===== config.mk =====
export PLATFORM = sky130hd
export DESIGN_NAME = sensor_mode_sequencer
export DESIGN_NICKNAME = d
export VERILOG_FILES = /design/src/hw/sensor_mode_sequencer_pkg.sv /design/src/hw/sample_link_rx.sv /design/src/hw/sensor_mode_sequencer.sv
export VERILOG_INCLUDE_DIRS = /design/src /design/src/hw
export SDC_FILE = /design/constraint.sdc
export NUM_CORES = 1
export LEC_CHECK = 0
export BUFFER_PORTS_ARGS = -buffer_cell sky130_fd_sc_hd__buf_4
export CAP_MARGIN = 20
export CORE_MARGIN = 2
export CORE_UTILIZATION = 40
export DETAILED_ROUTE_END_ITERATION = 10
export HOLD_SLACK_MARGIN = 0.12
export PLACE_DENSITY_LB_ADDON = 0.15
export SLEW_MARGIN = 15
export SYNTH_ARGS = -nofsm -noshare
export SYNTH_HDL_FRONTEND = slang
export SYNTH_SLANG_ARGS = --single-unit

===== constraint.sdc =====
create_clock -name hclk -period 6.5 [get_ports hclk]
set_input_delay 1.3 -clock hclk [delete_from_list [all_inputs] [get_ports hclk]]
set_output_delay 1.3 -clock hclk [all_outputs]
set_load 0.01 [all_outputs]

===== src/hw/sensor_mode_sequencer_cfg.svh =====
// offsets, field positions, reset values and timing constants of the sensor mode sequencer
`ifndef SENSOR_MODE_SEQUENCER_CFG_SVH
`define SENSOR_MODE_SEQUENCER_CFG_SVH

// register byte offsets
`define OFS_ID          8'h00
`define OFS_RESET       8'h04
`define OFS_CTRL_HUM    8'h08
`define OFS_STATUS      8'h0c
`define OFS_CTRL_MEAS   8'h10
`define OFS_CONFIG      8'h14
`define OFS_PRESS       8'h18
`define OFS_TEMP        8'h1c
`define OFS_HUM         8'h20

// field positions
`define MEAS_OSRS_T     7:5
`define MEAS_OSRS_P     4:2
`define MEAS_MODE       1:0
`define CFG_STANDBY     7:5
`define CFG_FILTER      4:2
`define HUM_OSRS_H      2:0
`define STATUS_BUSY     3

// values
`define SOFT_RESET_CMD  8'hb6
`define CHIP_ID_VAL     8'h5a
`define MODE_SLEEP      2'h0
`define MODE_NORMAL     2'h3
`define SKIP_TP         20'h80000
`define SKIP_H          16'h8000
`define CTRL_RESET      8'h00
`define SAMPLE_BITS     5'h14

// standby counts in half-millisecond ticks, per selection code
`define SB_TICKS_0      12'h001
`define SB_TICKS_1      12'h07d
`define SB_TICKS_2      12'h0fa
`define SB_TICKS_3      12'h1f4
`define SB_TICKS_4      12'h3e8
`define SB_TICKS_5      12'h7d0
`define SB_TICKS_6      12'h014
`define SB_TICKS_7      12'h028

// timing
`define CLK_FREQ_KHZ    20000
`define SB_TICK_US      500
`define SB_TICK_CYCLES  ((`SB_TICK_US * `CLK_FREQ_KHZ) / 1000)

`endif


===== src/hw/sensor_mode_sequencer_pkg.sv =====
// types shared by the sensor mode sequencer, its assertions, the front end model and the bench
package sensor_mode_sequencer_pkg;

    // measurement sequencer states
    typedef enum logic [2:0] {
        ST_SLEEP   = 3'b000,
        ST_START   = 3'b001,
        ST_WAIT    = 3'b010,
        ST_STANDBY = 3'b011
    } seq_state_e;

    // one conversion request towards the front end
    typedef struct packed {
        logic       req;
        logic [1:0] chan;
        logic [2:0] osrs;
    } conv_req_s;

    // latched address phase
    typedef struct packed {
        logic       valid;
        logic       write;
        logic [7:0] addr;
    } ahb_phase_s;

endpackage


===== src/hw/sample_link_rx.sv =====
// serial receiver for one conversion word from the analog front end
`timescale 1ns/1ps
`include "sensor_mode_sequencer_cfg.svh"
module sample_link_rx (
    // clock and reset
    input  wire logic        hclk,
    input  wire logic        hresetn,
    input  wire logic        clear,
    // control
    input  wire logic        start,
    output logic             done_q,
    output logic [19:0]      word_q,
    // link pins
    input  wire logic        link_sclk,
    input  wire logic        link_sdata
);

    logic        sclk_m_q, sclk_s_q, sclk_p_q;
    logic        data_m_q, data_s_q;
    logic        busy_q;
    logic [4:0]  cnt_q;
    logic [19:0] shift_q;
    wire         sclk_rise = sclk_s_q & ~sclk_p_q;
    wire         last_bit  = busy_q && sclk_rise && (cnt_q == `SAMPLE_BITS - 5'h01);

    // two-stage synchronisers; the link clock keeps a third stage for its rising edge detect
    always_ff @(posedge hclk or negedge hresetn) begin
        if (!hresetn) begin
            {sclk_m_q, sclk_s_q, sclk_p_q} <= 3'h0;
            {data_m_q, data_s_q}           <= 2'h0;
        end else begin
            {sclk_m_q, sclk_s_q, sclk_p_q} <= {link_sclk, sclk_m_q, sclk_s_q};
            {data_m_q, data_s_q}           <= {link_sdata, data_m_q};
        end
    end

    // msb first, sampled on each rising link clock edge while busy
    always_ff @(posedge hclk or negedge hresetn) begin
        if (!hresetn) begin
            busy_q  <= 1'b0;
            cnt_q   <= 5'h00;
            shift_q <= 20'h00000;
            done_q  <= 1'b0;
            word_q  <= 20'h00000;
        end else if (clear) begin
            busy_q <= 1'b0;
            cnt_q  <= 5'h00;
            done_q <= 1'b0;
        end else begin
            done_q <= last_bit;
            if (start) begin
                busy_q <= 1'b1;
                cnt_q  <= 5'h00;
            end else if (busy_q && sclk_rise) begin
                shift_q <= {shift_q[18:0], data_s_q};
                cnt_q   <= cnt_q + 5'h01;
                if (last_bit) begin
                    busy_q <= 1'b0;
                    word_q <= {shift_q[18:0], data_s_q};
                end
            end
        end
    end

endmodule // sample_link_rx


===== src/hw/sensor_mode_sequencer.sv =====
// sensor mode sequencer: power/soft reset, modes, measurement order, filter, ahb-lite registers
`timescale 1ns/1ps
`include "sensor_mode_sequencer_cfg.svh"
module sensor_mode_sequencer #(
    parameter int unsigned SB_TICK_CYCLES = `SB_TICK_CYCLES,
    parameter logic [7:0]  CHIP_ID        = `CHIP_ID_VAL  // arbitrary value
) (
    // clock and reset
    input  wire logic        hclk,
    input  wire logic        hresetn,
    // ahb-lite slave
    input  wire logic        hsel,
    input  wire logic [31:0] haddr,
    input  wire logic [1:0]  htrans,
    input  wire logic        hwrite,
    input  wire logic [2:0]  hsize,
    input  wire logic        hready,
    input  wire logic [31:0] hwdata,
    output logic [31:0]      hrdata_q,
    output logic             hreadyout_q,
    output logic             hresp_q,
    // supply monitors
    input  wire logic        core_pwr_ok,
    input  wire logic        io_pwr_ok,
    // front end link
    output sensor_mode_sequencer_pkg::conv_req_s conv_q,
    output logic             link_oe_n_q,
    input  wire logic        link_sclk,
    input  wire logic        link_sdata
);

    // synchronised supply flags
    logic       core_m_q, core_s_q, io_m_q, io_s_q;
    logic       por_done_q;
    logic       soft_rst_q;
    // registers
    logic [7:0] ctrl_meas_q, ctrl_hum_q, config_q;
    logic [1:0] mode_q, pend_mode_q;
    logic       pend_q;
    logic [19:0] temp_q, press_q, temp_mem_q, press_mem_q;
    logic [15:0] hum_q;
    logic [1:0] filt_init_q;  // seeded flags: bit 0 temperature, bit 1 pressure
    // sequencer
    sensor_mode_sequencer_pkg::seq_state_e state_q;
    sensor_mode_sequencer_pkg::ahb_phase_s ph_q;
    logic [1:0]  ch_q;
    logic [11:0] sb_cnt_q;
    logic [31:0] div_q;
    logic        rx_done;
    logic [19:0] rx_word;

    // logic reset: held until both supplies good, or soft reset
    wire logic_rst = !por_done_q || soft_rst_q;

    // standby ticks for a selection code
    function automatic logic [11:0] sb_ticks(input logic [2:0] sel);
        unique case (sel)
            3'h0: return `SB_TICKS_0;
            3'h1: return `SB_TICKS_1;
            3'h2: return `SB_TICKS_2;
            3'h3: return `SB_TICKS_3;
            3'h4: return `SB_TICKS_4;
            3'h5: return `SB_TICKS_5;
            3'h6: return `SB_TICKS_6;
            3'h7: return `SB_TICKS_7;
        endcase
    endfunction

    // one iir step: old + (adc - old) / 2^k; k of zero passes adc through
    function automatic logic [19:0] iir_step(input logic [19:0] old, input logic [19:0] adc,
                                             input logic [2:0] k);
        logic [24:0] acc;
        acc = ({5'h00, old} << k) - {5'h00, old} + {5'h00, adc};
        return 20'(acc >> k);
    endfunction

    // filter shift from filter code; codes above four clamp to sixteen
    wire [2:0] filt_k = (config_q[`CFG_FILTER] > 3'h4) ? 3'h4 : config_q[`CFG_FILTER];

    // bus decode
    wire        addr_take  = hsel && htrans[1] && hready;
    wire        wr_en      = ph_q.valid && ph_q.write;
    wire        wr_meas    = wr_en && (ph_q.addr == `OFS_CTRL_MEAS);
    wire        wr_hum     = wr_en && (ph_q.addr == `OFS_CTRL_HUM);
    wire        wr_cfg     = wr_en && (ph_q.addr == `OFS_CONFIG);
    wire        wr_reset   = wr_en && (ph_q.addr == `OFS_RESET) && (hwdata[7:0] == `SOFT_RESET_CMD);
    wire        measuring  = (state_q == sensor_mode_sequencer_pkg::ST_START) ||
                             (state_q == sensor_mode_sequencer_pkg::ST_WAIT);
    wire        meas_take  = wr_meas && !pend_q;
    wire        hum_take   = wr_hum && !pend_q;
    wire [1:0]  wr_mode    = hwdata[`MEAS_MODE];

    // read mux, address taken from the address phase
    wire [7:0]  rd_addr    = haddr[7:0];
    logic [31:0] rd_data;
    assign rd_data = (rd_addr == `OFS_ID)        ? {24'h000000, CHIP_ID} :
                     (rd_addr == `OFS_CTRL_HUM)  ? {24'h000000, ctrl_hum_q} :
                     (rd_addr == `OFS_STATUS)    ? {28'h0000000, measuring, 3'h0} :
                     (rd_addr == `OFS_CTRL_MEAS) ? {24'h000000, ctrl_meas_q[7:2], mode_q} :
                     (rd_addr == `OFS_CONFIG)    ? {24'h000000, config_q} :
                     (rd_addr == `OFS_PRESS)     ? {12'h000, press_q} :
                     (rd_addr == `OFS_TEMP)      ? {12'h000, temp_q} :
                     (rd_addr == `OFS_HUM)       ? {16'h0000, hum_q} :
                                                   32'h00000000;

    // channel settings of the current step
    wire [2:0]  osrs_cur   = (ch_q == 2'h0) ? ctrl_meas_q[`MEAS_OSRS_T] :
                             (ch_q == 2'h1) ? ctrl_meas_q[`MEAS_OSRS_P] :
                                              ctrl_hum_q[`HUM_OSRS_H];
    wire        last_ch    = (ch_q == 2'h2);
    wire        step_done  = ((state_q == sensor_mode_sequencer_pkg::ST_START) && (osrs_cur == 3'h0)) ||
                             ((state_q == sensor_mode_sequencer_pkg::ST_WAIT) && rx_done);
    wire        meas_end   = step_done && last_ch;
    wire        rx_start   = (state_q == sensor_mode_sequencer_pkg::ST_START) && (osrs_cur != 3'h0);
    // mode in force once the measurement period ends
    wire [1:0]  end_mode   = pend_q ? pend_mode_q :
                             (mode_q == `MODE_NORMAL) ? mode_q : `MODE_SLEEP;
    wire [19:0] t_filt     = filt_init_q[0] ? iir_step(temp_mem_q, rx_word, filt_k) : rx_word;
    wire [19:0] p_filt     = filt_init_q[1] ? iir_step(press_mem_q, rx_word, filt_k) : rx_word;
    wire        sb_tick    = (div_q == SB_TICK_CYCLES - 1);

    // supply monitor synchronisers
    always_ff @(posedge hclk or negedge hresetn) begin
        if (!hresetn) begin
            {core_m_q, core_s_q, io_m_q, io_s_q} <= 4'h0;
        end else begin
            {core_m_q, core_s_q} <= {core_pwr_ok, core_m_q};
            {io_m_q, io_s_q}     <= {io_pwr_ok, io_m_q};
        end
    end

    // power-on reset: released once both good, re-armed by core loss only
    always_ff @(posedge hclk or negedge hresetn) begin
        if (!hresetn) begin
            por_done_q <= 1'b0;
        end else if (!core_s_q) begin
            por_done_q <= 1'b0;
        end else if (io_s_q) begin
            por_done_q <= 1'b1;
        end
    end

    // soft reset pulse and pin release while core is dark
    always_ff @(posedge hclk or negedge hresetn) begin
        if (!hresetn) begin
            soft_rst_q  <= 1'b0;
            link_oe_n_q <= 1'b1;
        end else begin
            soft_rst_q  <= wr_reset;
            link_oe_n_q <= !core_s_q;
        end
    end

    // ahb-lite slave: zero wait, always okay; bus state survives soft reset
    always_ff @(posedge hclk or negedge hresetn) begin
        if (!hresetn) begin
            ph_q        <= '0;
            hrdata_q    <= 32'h00000000;
            hreadyout_q <= 1'b0;
            hresp_q     <= 1'b0;
        end else begin
            hreadyout_q <= 1'b1;
            hresp_q     <= 1'b0;
            if (hready) begin
                ph_q.valid <= addr_take;
                ph_q.write <= hwrite;
                ph_q.addr  <= {haddr[7:2], 2'h0};
            end
            if (addr_take && !hwrite) begin
                hrdata_q <= rd_data;
            end
        end
    end

    // control registers and deferred mode change
    always_ff @(posedge hclk or negedge hresetn) begin
        if (!hresetn) begin
            ctrl_meas_q <= `CTRL_RESET;
            ctrl_hum_q  <= `CTRL_RESET;
            config_q    <= `CTRL_RESET;
            mode_q      <= `MODE_SLEEP;
            pend_mode_q <= `MODE_SLEEP;
            pend_q      <= 1'b0;
            filt_init_q <= 2'h0;
        end else if (logic_rst) begin
            ctrl_meas_q <= `CTRL_RESET;
            ctrl_hum_q  <= `CTRL_RESET;
            config_q    <= `CTRL_RESET;
            mode_q      <= `MODE_SLEEP;
            pend_mode_q <= `MODE_SLEEP;
            pend_q      <= 1'b0;
            filt_init_q <= 2'h0;
        end else begin
            if (meas_take) begin
                ctrl_meas_q <= hwdata[7:0];
            end
            if (hum_take) begin
                ctrl_hum_q <= hwdata[7:0];
            end
            if (wr_cfg) begin
                config_q <= hwdata[7:0];
            end
            // per-channel seed flags, so a skipped channel never filters against an unseeded memory;
            // a config write wins over a seed in the same cycle
            if (wr_cfg) begin
                filt_init_q <= 2'h0;
            end else if (step_done && (state_q == sensor_mode_sequencer_pkg::ST_WAIT) && !last_ch) begin
                filt_init_q[ch_q[0]] <= 1'b1;
            end
            // mode: deferred while measuring, otherwise taken at once
            if (meas_take && measuring && !meas_end) begin
                pend_q      <= 1'b1;
                pend_mode_q <= wr_mode;
            end else if (meas_end) begin
                pend_q <= 1'b0;
                mode_q <= meas_take ? wr_mode : end_mode;
            end else if (meas_take) begin
                mode_q <= wr_mode;
            end
        end
    end

    // measurement sequencer
    always_ff @(posedge hclk or negedge hresetn) begin
        if (!hresetn) begin
            state_q  <= sensor_mode_sequencer_pkg::ST_SLEEP;
            ch_q     <= 2'h0;
            sb_cnt_q <= 12'h000;
            conv_q   <= '0;
        end else if (logic_rst) begin
            state_q  <= sensor_mode_sequencer_pkg::ST_SLEEP;
            ch_q     <= 2'h0;
            sb_cnt_q <= 12'h000;
            conv_q   <= '0;
        end else begin
            unique case (state_q)
                sensor_mode_sequencer_pkg::ST_SLEEP: begin
                    ch_q <= 2'h0;
                    if (mode_q != `MODE_SLEEP) begin
                        state_q <= sensor_mode_sequencer_pkg::ST_START;
                    end
                end
                sensor_mode_sequencer_pkg::ST_START: begin
                    if (osrs_cur != 3'h0) begin
                        conv_q.req  <= 1'b1;
                        conv_q.chan <= ch_q;
                        conv_q.osrs <= osrs_cur;
                        state_q     <= sensor_mode_sequencer_pkg::ST_WAIT;
                    end else if (!last_ch) begin
                        ch_q <= ch_q + 2'h1;
                    end
                end
                sensor_mode_sequencer_pkg::ST_WAIT: begin
                    if (rx_done) begin
                        conv_q.req <= 1'b0;
                        if (!last_ch) begin
                            ch_q    <= ch_q + 2'h1;
                            state_q <= sensor_mode_sequencer_pkg::ST_START;
                        end
                    end
                end
                sensor_mode_sequencer_pkg::ST_STANDBY: begin
                    if (mode_q != `MODE_NORMAL) begin
                        state_q <= sensor_mode_sequencer_pkg::ST_SLEEP;
                    end else if (sb_tick) begin
                        if (sb_cnt_q <= 12'h001) begin
                            ch_q    <= 2'h0;
                            state_q <= sensor_mode_sequencer_pkg::ST_START;
                        end else begin
                            sb_cnt_q <= sb_cnt_q - 12'h001;
                        end
                    end
                end
                default: state_q <= sensor_mode_sequencer_pkg::ST_SLEEP;
            endcase
            // end of period: standby in normal mode, else sleep
            if (meas_end) begin
                ch_q     <= 2'h0;
                sb_cnt_q <= sb_ticks(config_q[`CFG_STANDBY]);
                state_q  <= ((meas_take ? wr_mode : end_mode) == `MODE_NORMAL) ?
                            sensor_mode_sequencer_pkg::ST_STANDBY :
                            sensor_mode_sequencer_pkg::ST_SLEEP;
            end
        end
    end

    // half-millisecond tick divider, restarted at every standby entry
    always_ff @(posedge hclk or negedge hresetn) begin
        if (!hresetn) begin
            div_q <= 32'h00000000;
        end else if (logic_rst || meas_end || sb_tick ||
                     (state_q != sensor_mode_sequencer_pkg::ST_STANDBY)) begin
            div_q <= 32'h00000000;
        end else begin
            div_q <= div_q + 32'h00000001;
        end
    end

    // result registers; they stay readable between periods
    always_ff @(posedge hclk or negedge hresetn) begin
        if (!hresetn) begin
            temp_q      <= `SKIP_TP;
            press_q     <= `SKIP_TP;
            hum_q       <= `SKIP_H;
            temp_mem_q  <= 20'h00000;
            press_mem_q <= 20'h00000;
        end else if (logic_rst) begin
            temp_q      <= `SKIP_TP;
            press_q     <= `SKIP_TP;
            hum_q       <= `SKIP_H;
            temp_mem_q  <= 20'h00000;
            press_mem_q <= 20'h00000;
        end else if (step_done) begin
            if (state_q == sensor_mode_sequencer_pkg::ST_START) begin
                // skipped: marker out, filter memory kept
                unique case (ch_q)
                    2'h0:    temp_q  <= `SKIP_TP;
                    2'h1:    press_q <= `SKIP_TP;
                    default: hum_q   <= `SKIP_H;
                endcase
            end else begin
                unique case (ch_q)
                    2'h0: begin
                        temp_q     <= t_filt;
                        temp_mem_q <= t_filt;
                    end
                    2'h1: begin
                        press_q     <= p_filt;
                        press_mem_q <= p_filt;
                    end
                    default: hum_q <= rx_word[19:4];
                endcase
            end
        end
    end

    // serial result receiver
    sample_link_rx u_rx (
        .hclk       (hclk),
        .hresetn    (hresetn),
        .clear      (logic_rst),
        .start      (rx_start),
        .done_q     (rx_done),
        .word_q     (rx_word),
        .link_sclk  (link_sclk),
        .link_sdata (link_sdata)
    );

endmodule // sensor_mode_sequencer


After elaboration in Yosys (flattened, before gate mapping)
Memory sizes are Yosys's and may differ from the RTL's.
Index checks and enable logic that the tools add are counted.
W data, S select, Z words.
Word-level totals
  flip-flop bits (word level): 281
  bits in read-only memories: 88
  input bits: 78
  word-level logic and storage cells: 276
  memories: 1
Memory list
  (no name shown): words 8, width 11, read ports 1, clocked after Yosys merged registers in 0, wr ports 0, line sensor_mode_sequencer.sv:57  | unique case (sel)
Operators by class
  add/sub/neg operators: 8
  order comparisons: 4
  equal/unequal tests: 41
  shifts and indexed selects: 4
  mux-type cells: 99
  bitwise gates (word level): 5
  reductions and logical operators: 73
Operators by type and width (number)
  $mux W20: 25
  $mux W16: 6
  $mux W12: 6
  $add A25 B20 Y25: 2
  $shl A20 B3 Y25: 2
  $shr A25 B3 Y20: 2
  $sub A25 B20 Y25: 2
  $mux W8: 6
  $mux W2: 21
  $mux W3: 12
  $add A32 B1 Y32 const B: 1
  $eq A32 B14 Y1 const B: 1
  $eq A8 B5 Y1 const B: 4
  $mux W32: 1
  $reduce_bool A3 Y1: 9
  $ne A4 B4 Y1 const B: 6
  $logic_and A1 B1 Y1: 22
  $mux W5: 4
  $reduce_bool A2 Y1: 10
  $eq A8 B4 Y1 const B: 2
  $eq A6 B3 Y1 const B: 2
  $le A12 B1 Y1 const B: 1
  $mux W1: 12
  $mux W6: 2
  other kinds (39): 73

Longest topological paths before layout
Gate-level depths: netlist of the first run.
  depth in word-level cells: 11
  gate-level depth with buffers: 23

By module
Synthesis of the first run repeated with hierarchy kept, for this count alone.
Unflattened totals
  cell total of the unflattened synthesis: 2211
  area, all modules: 19203.4 µm²
By module, submodules not included
  sensor_mode_sequencer: times used 1, cells each 2091, area an instance 17186.5 µm², sequential area each 5385.2 µm²
  sample_link_rx: times used 1, cells each 120, area an instance 2016.9 µm², sequential area each 1276.2 µm²

Worst setup path after synthesis of the first run
No wires, ideal clock.
  path kind: register to register
  start: register config_q[4]
  end: register temp_mem_q[18]
  library setup time: 150 ps
  arrival: 4695 ps
  data required time: 6350 ps
  setup slack: 1655 ps
  stages on the path, launching flop included: 22
  clock period less this slack: 4845 ps
  cell sequence: dfrtp_1 -> buf_2 -> inv_1 -> nand2_1 -> clkbuf_1 -> clkbuf_1 -> buf_1 -> nor2_1 -> a21oi_1 -> nand2_1 -> a21oi_1 -> a21oi_1 -> fa_1 -> ha_1 -> and4_1 -> a2bb2oi_2 -> a21oi_1 -> or2_2 -> nor3_1 -> nor2_1 -> a222oi_1 -> a41oi_1
Between the ends
  cells in the longest elaborated chain, start to end: 11
Ends and longest elaborated chain
  from (decl): line sensor_mode_sequencer.sv:37  | logic [7:0] ctrl_meas_q, ctrl_hum_q, config_q;
  from (signal assigned): line sensor_mode_sequencer.sv:180  | config_q <= `CTRL_RESET;
  from (signal assigned): line sensor_mode_sequencer.sv:188  | config_q <= `CTRL_RESET;
  from (signal assigned): line sensor_mode_sequencer.sv:201  | config_q <= hwdata[7:0];
  $gt A3 B3 Y1: line sensor_mode_sequencer.sv:78  | wire [2:0] filt_k = (config_q[`CFG_FILTER] > 3'h4) ? 3'h4 : config_q[`CFG_FILTER];
  $mux W3 *: line sensor_mode_sequencer.sv:78
  $shl A20 B3 Y25: line sensor_mode_sequencer.sv:73  | acc = ({5'h00, old} << k) - {5'h00, old} + {5'h00, adc};
  $sub A25 B20 Y25: line sensor_mode_sequencer.sv:73
  $add A25 B20 Y25: line sensor_mode_sequencer.sv:73
  $shr A25 B3 Y20 *: line sensor_mode_sequencer.sv:74  | return 20'(acc >> k);
  $mux W20 *: line sensor_mode_sequencer.sv:118  | wire [19:0] t_filt = filt_init_q[0] ? iir_step(temp_mem_q, rx_word, filt_k) : rx_word;
  $mux W20 *: line sensor_mode_sequencer.sv:322  | unique case (ch_q)
  $mux W20 *: line sensor_mode_sequencer.sv:314  | if (state_q == sensor_mode_sequencer_pkg::ST_START) begin
  $mux W20 *: line sensor_mode_sequencer.sv:313  | end else if (step_done) begin
  $mux W20 *: line sensor_mode_sequencer.sv:307  | end else if (logic_rst) begin
  to (signal assigned): line sensor_mode_sequencer.sv:325  | temp_mem_q <= t_filt;
  to (decl): line sensor_mode_sequencer.sv:40  | logic [19:0] temp_q, press_q, temp_mem_q, press_mem_q;
Every way passes the cells marked *; elsewhere a longest branch is shown, timed or not. The select of a mux whose other input is x is not followed.
A chain may end at the register's enable or synchronous reset.

Final worst setup path of the first run
  start: register config_q[4]
  end: register press_q[19]
Between the ends
  cells in the longest elaborated chain, start to end: 11
Ends and longest elaborated chain
  $gt A3 B3 Y1: line sensor_mode_sequencer.sv:78
  $mux W3 *: line sensor_mode_sequencer.sv:78
  $shl A20 B3 Y25: line sensor_mode_sequencer.sv:73
  $sub A25 B20 Y25: line sensor_mode_sequencer.sv:73
  $add A25 B20 Y25: line sensor_mode_sequencer.sv:73
  $shr A25 B3 Y20 *: line sensor_mode_sequencer.sv:74
  $mux W20 *: line sensor_mode_sequencer.sv:119  | wire [19:0] p_filt = filt_init_q[1] ? iir_step(press_mem_q, rx_word, filt_k) : rx_word;
  $mux W20 *: line sensor_mode_sequencer.sv:322
  $mux W20 *: line sensor_mode_sequencer.sv:314
  $mux W20 *: line sensor_mode_sequencer.sv:313
  $mux W20 *: line sensor_mode_sequencer.sv:307
  to (signal assigned): line sensor_mode_sequencer.sv:309  | press_q <= `SKIP_TP;
  to (signal assigned): line sensor_mode_sequencer.sv:318  | 2'h1: press_q <= `SKIP_TP;
  to (signal assigned): line sensor_mode_sequencer.sv:328  | press_q <= p_filt;
  to (decl): line sensor_mode_sequencer.sv:40
Marked as above.

==> summary.txt, run 1 <==
Routing
  – Detailed Route WL: approximately 59 mm
  – Vias post-DR: 16336
  – Initial DRC Count: 1421
  – Routed Antenna Nets: 0
  – 1st-pass router iterations: 6
  – Number of vias per cell: 5.87
  – Routed WL per cell: 21.3 um
  – DRC: 0

Clock tree
  – Worst-path clk slew: ~60 ps
  – Root Driver: clkbuf_16
  – # hold bufs at CTS: 0
  – CTS buffer count: 31
  – Clock sinks: roughly 270
  – CTS tree: yes
  – Clk Latency, worst-skew pair: 600 ps
  – Setup Fix Bufs, Post-CTS: 0
  – Clk buf depth: 3
  – CTS H-tree lvls: 1
  – Post-CTS Resized: 0

Yosys
  – Post-synth top cells: nand2_1 (307), dfrtp_1 (262), nor2_1 (218)
  – Seq cells post-synth: 266
  – Cell with the most instances after synthesis: nand2_1
  – Top cell type by total area after synthesis: dfrtp_1
  – Synthesized instance count: 2152
  – Async S/R FF share, synth: 1.00
  – Unique cell type count in the Yosys netlist: between 80 and 90
  – Avg Cell Area, Syn: 8.60 um^2
  – Yosys warnings: 0
  – Top_reg_cell synth: dfrtp_1
  – Post-synth top area share: 0.354
  – Sequential element share of the synthesized area: 0.360
  – Post-synth EDFFs: 0
  – Area contributors post-synth: dfrtp_1 (35%), nand2_1 (6.2%), ha_1 (4.6%)
  – Mapped Area: 18500 um^2

STA
  – Period utilisation layout: 0.855
  – Setup TNS: 0 ps
  – Final Setup Violations: 0
  – Final Hold Fails: 0
  – Unrepaired setup endpoints after global routing: no
  – Rel. slew slack: 0.265
  – Clk_skew: 40.1 ps
  – Pins over their slew limit: 0
  – Least-Margin Pin Slew: 1090 ps
  – Fin Hold WS: 347 ps
  – Max Fclk: 180 MHz
  – Minimum clock period: 5560 ps

Global routing
  – Initial antenna violation count: 1
  – First-pass GRT wire length: 92.3 mm
  – GRT Resource Usage Total: 0.248
  – Largest net degree at the start of global routing: 84
  – Vias in the first global route: roughly 16000
  – Gr ovfl total: 0

Worst setup path
  – Max FO, Critical Path: 28
  – Worst Setup SP: config_q[4]$_DFFE_PN0P_
  – Worst Path Required: 6970 ps
  – Crit start category: register
  – Cell family with most CP delay: compound AO/OA/AOI/OAI gates
  – Crit-path cells: nor2_2, buf_4, nand2_1, o211ai_1, o21ai_0, o21ai_0, fa_1, ha_1, and4_1, a221oi_2, o31ai_1, a31oi_1, xor2_1, o221ai_1, o32ai_1, a21oi_1
  – Worst path buffer plus inverter count: 1
  – R2R cell count: 16
  – Cell repeated most along the worst path: o21ai_0
  – Critical path class: reg2reg
  – Crit. End Element: register
  – Worst path depth: 16
  – CP peak stage delay: 660 ps
  – WP data arrival: 6030 ps
  – Critical-path top delay cell: o31ai_1
  – RR Startpoint: config_q[4]$_DFFE_PN0P_

Power and ir drop
  – Pleak: just over 0.009 uW
  – Pwr Density: 184 nW/um^2
  – Total Power: 3770 uW
  – Max VDD drop: 0.194 mV

Placement
  – DP Wirelength: between 40 and 50 mm
  – # port buffers: 53
  – RePlAce Congestion: 0.895
  – DP Area: 19500 um^2

Floorplanning
  – Initial Utilization: 0.407
  – Rows: 78
  – Area of the die: 48000 um^2
  – CORE AREA: 45500 um^2
  – Die W: 219 um
  – # IOs: 119
  – Die H: approximately 220 um

Finish
  – Layout area overhead: 10.8%
  – NumNets Final: 2342
  – Antenna Cells: 0
  – Layout cells sized above 1: 0.109
  – Final Instance Area: 20500 um^2

Min path
  – Hold Crit Class: reg2reg
  – Hold path start: core_m_q$_DFF_PN0_
  – Hold Path Stages: 0

Status
  – Outcome: finished, final reports clean

Run
  – MaxCap Viol Count: 0
[layer usage]
metal,GRT usage,part of all wire
met3,0.0304,0.063
met4,0.0896,0.039
met5,0,0
met1,0.363,0.47
met2,0.375,0.43
[worst reg2reg max path, stage by stage (launching register included)]
cell and delay (ps):
dfrtp_2 620, nor2_2 670, buf_4 270, nand2_1 60, o211ai_1 90, o21ai_0 110, o21ai_0 250, fa_1 470
ha_1 390, and4_1 230, a221oi_2 90, o31ai_1 660, a31oi_1 200, xor2_1 330, o221ai_1 190, o32ai_1 660
a21oi_1 150
[logic make-up (layout without fill, tap and decap cells)]
| group | count (synthesis) | in the layout | synth area share |
|---|---|---|---|
| flip-flops | 266 | 266 | 0.360 |
| buffers and inverters | 223 | 240 | 0.0485 |
| other | 2 | 14 | 0.000406 |
| multiplexers | 134 | 134 | 0.0800 |
| AO/OA/AOI/OAI | 593 | 593 | 0.207 |
| XOR/XNOR | 71 | 71 | 0.0336 |
| adder cells (fa/ha/maj) | 108 | 108 | 0.0892 |
| AND/OR/NAND/NOR | 755 | 755 | 0.181 |
[report_power, final]
group | internal (uW) | total (uW) | switching [uW]
Clock | 1050 | 1790 | 744
Combinational | 91.8 | 283 | 191
Sequential | 1680 | 1690 | 15.8
Total | 2820 | 3770 | 951
[final timing paths]
check | end | slack [ps]
worst max-delay path | press_q[19]$_DFFE_PN1P_ | 940
worst min-delay path | core_s_q$_DFF_PN0_ | 350
worst max register to register | press_q[19]$_DFFE_PN1P_ | 940
worst min register to register | core_s_q$_DFF_PN0_ | 350
max in group asynchronous | config_q[2]$_DFFE_PN0P_ | 4320
min in group asynchronous | div_q[15]$_DFF_PN0_ | 700
[flip-flops by register name, indices dropped and copies added, names as in the netlist, 19 cells and up]
signal,flops
div_q,32
u_rx.shift_q,19
press_q,20
u_rx.word_q,20
temp_q,20
press_mem_q,20
temp_mem_q,20
hrdata_q,20
[stage by stage]
stage	util	setup slack (ps)	instances
after floorplan	-	1660	2164
after global placement	0.428	1040	2722
final	0.451	942	2781
after global routing	0.451	568	2781
after detailed placement	0.428	986	2722
after CTS	0.451	902	2780
[cells in the final DEF (no fill, tap or decap), types with 12 or more instances in the layout]
master / instances
xor2_1: 37
o21a_1: 13
a221oi_1: 13
ha_1: 68
or3_1: 12
buf_4: 88
clkbuf_16: 31
a211oi_1: 22
a21o_1: 51
mux2_2: 51
o211ai_1: 31
and2_1: 12
dfrtp_1: 259
nor3_1: 32
o21ai_0: 158
a22o_1: 24
and3_1: 22
inv_1: 90
xnor2_1: 34
nand3_1: 58
fa_1: 40
a21oi_1: 148
o22ai_1: 15
nor2b_1: 16
a31oi_1: 18
nand2_1: 306
nor4_1: 16
nand4_1: 15
mux2i_1: 77
conb_1: 14
nor2_1: 217
[final cells by class]
class	instances	area (um^2)
Timing Repair Buffer	90	696
Fill cell	4529	25000
Inverter	92	345
Sequential cell	266	6670
Tap cell	600	751
Clock buffer	46	912
Clock inverter	12	125
Multi-Input combinational cell	1675	11000
No activity file was read; power rests on OpenSTA's default activity.
==> inputs of run 2 (changes only) <==
SYNTH_HIERARCHICAL = 1   (was not set)
==> run 2 against run 1 <==
  * Clock-buffer cell count decreased by 1
  * Synthesized cell count increased by 2.7%
  * Worst setup slack got worse by 37 ps
  * Worst hold slack improved by 1.8 ps
  * First-iteration DRC count increased by 2.2%
  * Critical path type unchanged
  * Highest routed layer unchanged
==> summary.txt, run 2 <==
STA
  – Final Hold Fails: 0 (unchanged)
  – Least-Margin Pin Slew: 923 ps (-165 ps)
  – Setup TNS: 0 ps (unchanged)
  – Minimum clock period: 5600 ps (+36.6 ps)
  – Rel. slew slack: 0.383 (+0.117)
  – Period utilisation layout: 0.861 (+0.00563)
  – Max Fclk: 179 MHz (-0.65%)
  – Clk_skew: 28.6 ps (-11.5 ps)
  – Final Setup Violations: 0 (unchanged)
  – Unrepaired setup endpoints after global routing: no
  – Pins over their slew limit: 0 (unchanged)

Yosys
  – Post-synth top cells: nand2_1 (297), dfrtp_1 (262), nor2_1 (188)
  – Top_reg_cell synth: dfrtp_1
  – Area contributors post-synth: dfrtp_1 (34%), nand2_1 (5.8%), a21oi_1 (4.4%)
  – Unique cell type count in the Yosys netlist: 94 (+9.3%)
  – Avg Cell Area, Syn: 8.69 um^2 (+1.0%)
  – Sequential element share of the synthesized area: 0.347 (-0.0131)
  – Async S/R FF share, synth: 1.00 (unchanged)
  – Yosys warnings: 6 (+6)
  – Synthesized instance count: 2211 (+2.7%)
  – Post-synth top area share: 0.341 (-0.0129)
  – Seq cells post-synth: 266 (unchanged)
  – Mapped Area: 19200 um^2 (+3.8%)
  – Post-synth EDFFs: 0 (unchanged)
  – Top cell type by total area after synthesis: dfrtp_1
  – Cell with the most instances after synthesis: nand2_1

Worst setup path
  – Max FO, Critical Path: 46 (+64%)
  – Critical path class: reg2reg
  – Crit start category: register
  – Crit. End Element: register
  – Worst Path Required: 6970 ps (about the same)
  – WP data arrival: 6070 ps (+40 ps)

Routing
  – 1st-pass router iterations: 7 (+1)
  – Detailed Route WL: 61.4 mm (+3.5%)
  – DRC: 0 (unchanged)
  – Vias post-DR: 16807 (+2.9%)
  – Number of vias per cell: 5.90 (+0.36%)
  – Routed Antenna Nets: 0 (unchanged)
  – Initial DRC Count: 1452 (+2.2%)
  – Routed WL per cell: 21.5 um (+0.99%)

Clock tree
  – Root Driver: clkbuf_16
  – Worst-path clk slew: 60 ps (about the same)
  – Clk buf depth: 3 (unchanged)
  – Clock sinks: 266 (unchanged)
  – # hold bufs at CTS: 0 (unchanged)
  – CTS buffer count: 31 (unchanged)
  – Post-CTS Resized: 0 (unchanged)
  – CTS tree: yes
  – Clk Latency, worst-skew pair: 580 ps (-20 ps)
  – CTS H-tree lvls: 1 (unchanged)
  – Setup Fix Bufs, Post-CTS: 0 (unchanged)

Global routing
  – Vias in the first global route: 16195 (+3.3%)
  – First-pass GRT wire length: 96.3 mm (+4.3%)
  – Gr ovfl total: 0 (unchanged)
  – Largest net degree at the start of global routing: 143 (+70%)
  – Initial antenna violation count: 0 (-1)
  – GRT Resource Usage Total: 0.245 (-0.00331)

Finish
  – Layout area overhead: 10.6%
  – Antenna Cells: 0 (unchanged)
  – Layout cells sized above 1: 0.106 (-0.00267)
  – Largest reg by FF count: div_q
  – Final Instance Area: 21200 um^2 (+3.6%)
  – NumNets Final: 2397 (+2.3%)
  – Most frequent cells in the layout: nand2_1 (296), dfrtp_1 (259), nor2_1 (187)
  – Largest register FFs: 32 (unchanged)
  – Most common cell after layout, fill and taps aside: nand2_1
  – Layout fillers: 4662 (+2.9%)

Placement
  – DP Wirelength: 45.2 mm (+4.3%)
  – RePlAce Congestion: 0.867 (-3.1%)
  – DP Area: 20100 um^2 (+3.5%)
  – # port buffers: 53 (unchanged)

Power and ir drop
  – Switching Fraction: 0.239 (-0.0135)
  – Clock network fraction of total power: 0.492 (+0.016)
  – Pwr Density: 178 nW/um^2 (-3.1%)
  – Pleak: 0.0100 uW (+7.4%)
  – Logic pwr share: 0.061 (-0.014)
  – Total Power: 3780 uW (+0.41%)
  – Sw Pwr: 903 uW (-5.0%)
  – Sequential Power Share: 0.446 (-0.003)
  – Int Pwr: 2880 uW (+2.2%)
  – Max VDD drop: 0.195 mV (+0.44%)

Floorplanning
  – CORE AREA: 47500 um^2 (+4.5%)
  – Die H: 223 um (+1.8%)
  – Die W: 223 um (+1.8%)
  – # IOs: 119 (unchanged)
  – Initial Utilization: 0.404 (-0.00303)
  – Area of the die: 49800 um^2 (+3.7%)
  – Rows: 80 (+2.6%)

Run
  – MaxCap Viol Count: 0 (unchanged)

Min path
  – Hold Crit Class: reg2reg

Status
  – Outcome: finished, final reports clean
-- run 2: kinds of logic (layout without fill, tap and decap cells) --
logic type,count (synthesis),count (layout),synth area share
buffers and inverters,284,297,0.0609
multiplexers,140,140,0.0854
other,2,14,0.000391
flip-flops,266,266,0.347
adder cells (fa/ha/maj),108,108,0.0860
XOR/XNOR,69,69,0.0315
AO/OA/AOI/OAI,588,588,0.206
AND/OR/NAND/NOR,754,754,0.183
-- run 2: worst max-delay path: stages, from the launching register on --
cell and delay [ps]:
dfrtp_2 380, buf_4 460, clkinv_1 260, nand2_2 150, buf_4 300, nand2_1 100, a311oi_1 280, a21oi_1 90
fa_1 530, inv_1 60, ha_1 400, a21oi_2 250, nor3_1 100, or4_1 550, o211a_1 300, o211a_1 210
nor4_1 410, a221oi_1 230, a222oi_1 360
-- run 2: power by group through the flow --
stage	registers, uW	logic (uW)	clock network (uW)
2_1_floorplan	1720	124	0
3_3_place_gp	1720	231	0
3_5_place_dp	1720	233	0
4_1_cts	1690	234	1900
5_1_grt	1690	257	1960
6_report	1690	233	1860
-- run 2: cell type report --
| cell class | instances | area [um^2] | area share |
|---|---|---|---|
| inverters | 149 | 559 | 0.0263 |
| multi-input cells | 1673 | 11400 | 0.539 |
| repair buffers | 90 | 708 | 0.0333 |
| clock inverters | 13 | 178 | 0.00836 |
| flip-flops and latches | 266 | 6670 | 0.314 |
| well taps | 615 | 769 | 0.0362 |
| clock buffers | 45 | 918 | 0.0432 |
-- run 2: metal layers --
metal  up-vias  part of all wire  global-route usage
li1       7881                 -                   -
met1      8376              0.47               0.359
met2       479              0.45               0.389
met3        71             0.054              0.0315
met4         0             0.017              0.0450
met5         -                 0                   0
-- run 2: metrics by stage --
step | std cells | utilization | setup slack, ps | hold WS [ps]
after floorplan | 2223 | - | 1280 | 331
after global placement | 2793 | 0.424 | 1110 | 336
after detailed placement | 2793 | 0.424 | 1010 | 338
final | 2851 | 0.447 | 905 | 349
after CTS | 2851 | 0.447 | 971 | 351
after global routing | 2851 | 0.447 | 576 | 359
-- run 2: path summary, 6_finish.rpt --
kind                                         startpoint                      end  slack [ps]  cells past startpoint
worst max register to register  config_q[4]$_DFFE_PN0P_  press_q[19]$_DFFE_PN1P_         900                     18
worst min register to register  u_rx/data_m_q$_DFF_PN0_  u_rx/data_s_q$_DFF_PN0_         350                      0
max in group asynchronous                       hresetn  press_q[18]$_DFFE_PN0P_        4390                      2
worst min-delay path            u_rx/data_m_q$_DFF_PN0_  u_rx/data_s_q$_DFF_PN0_         350                      0
min in group asynchronous                       hresetn       div_q[4]$_DFF_PN0_         730                      1
worst max-delay path            config_q[4]$_DFFE_PN0P_  press_q[19]$_DFFE_PN1P_         900                     18
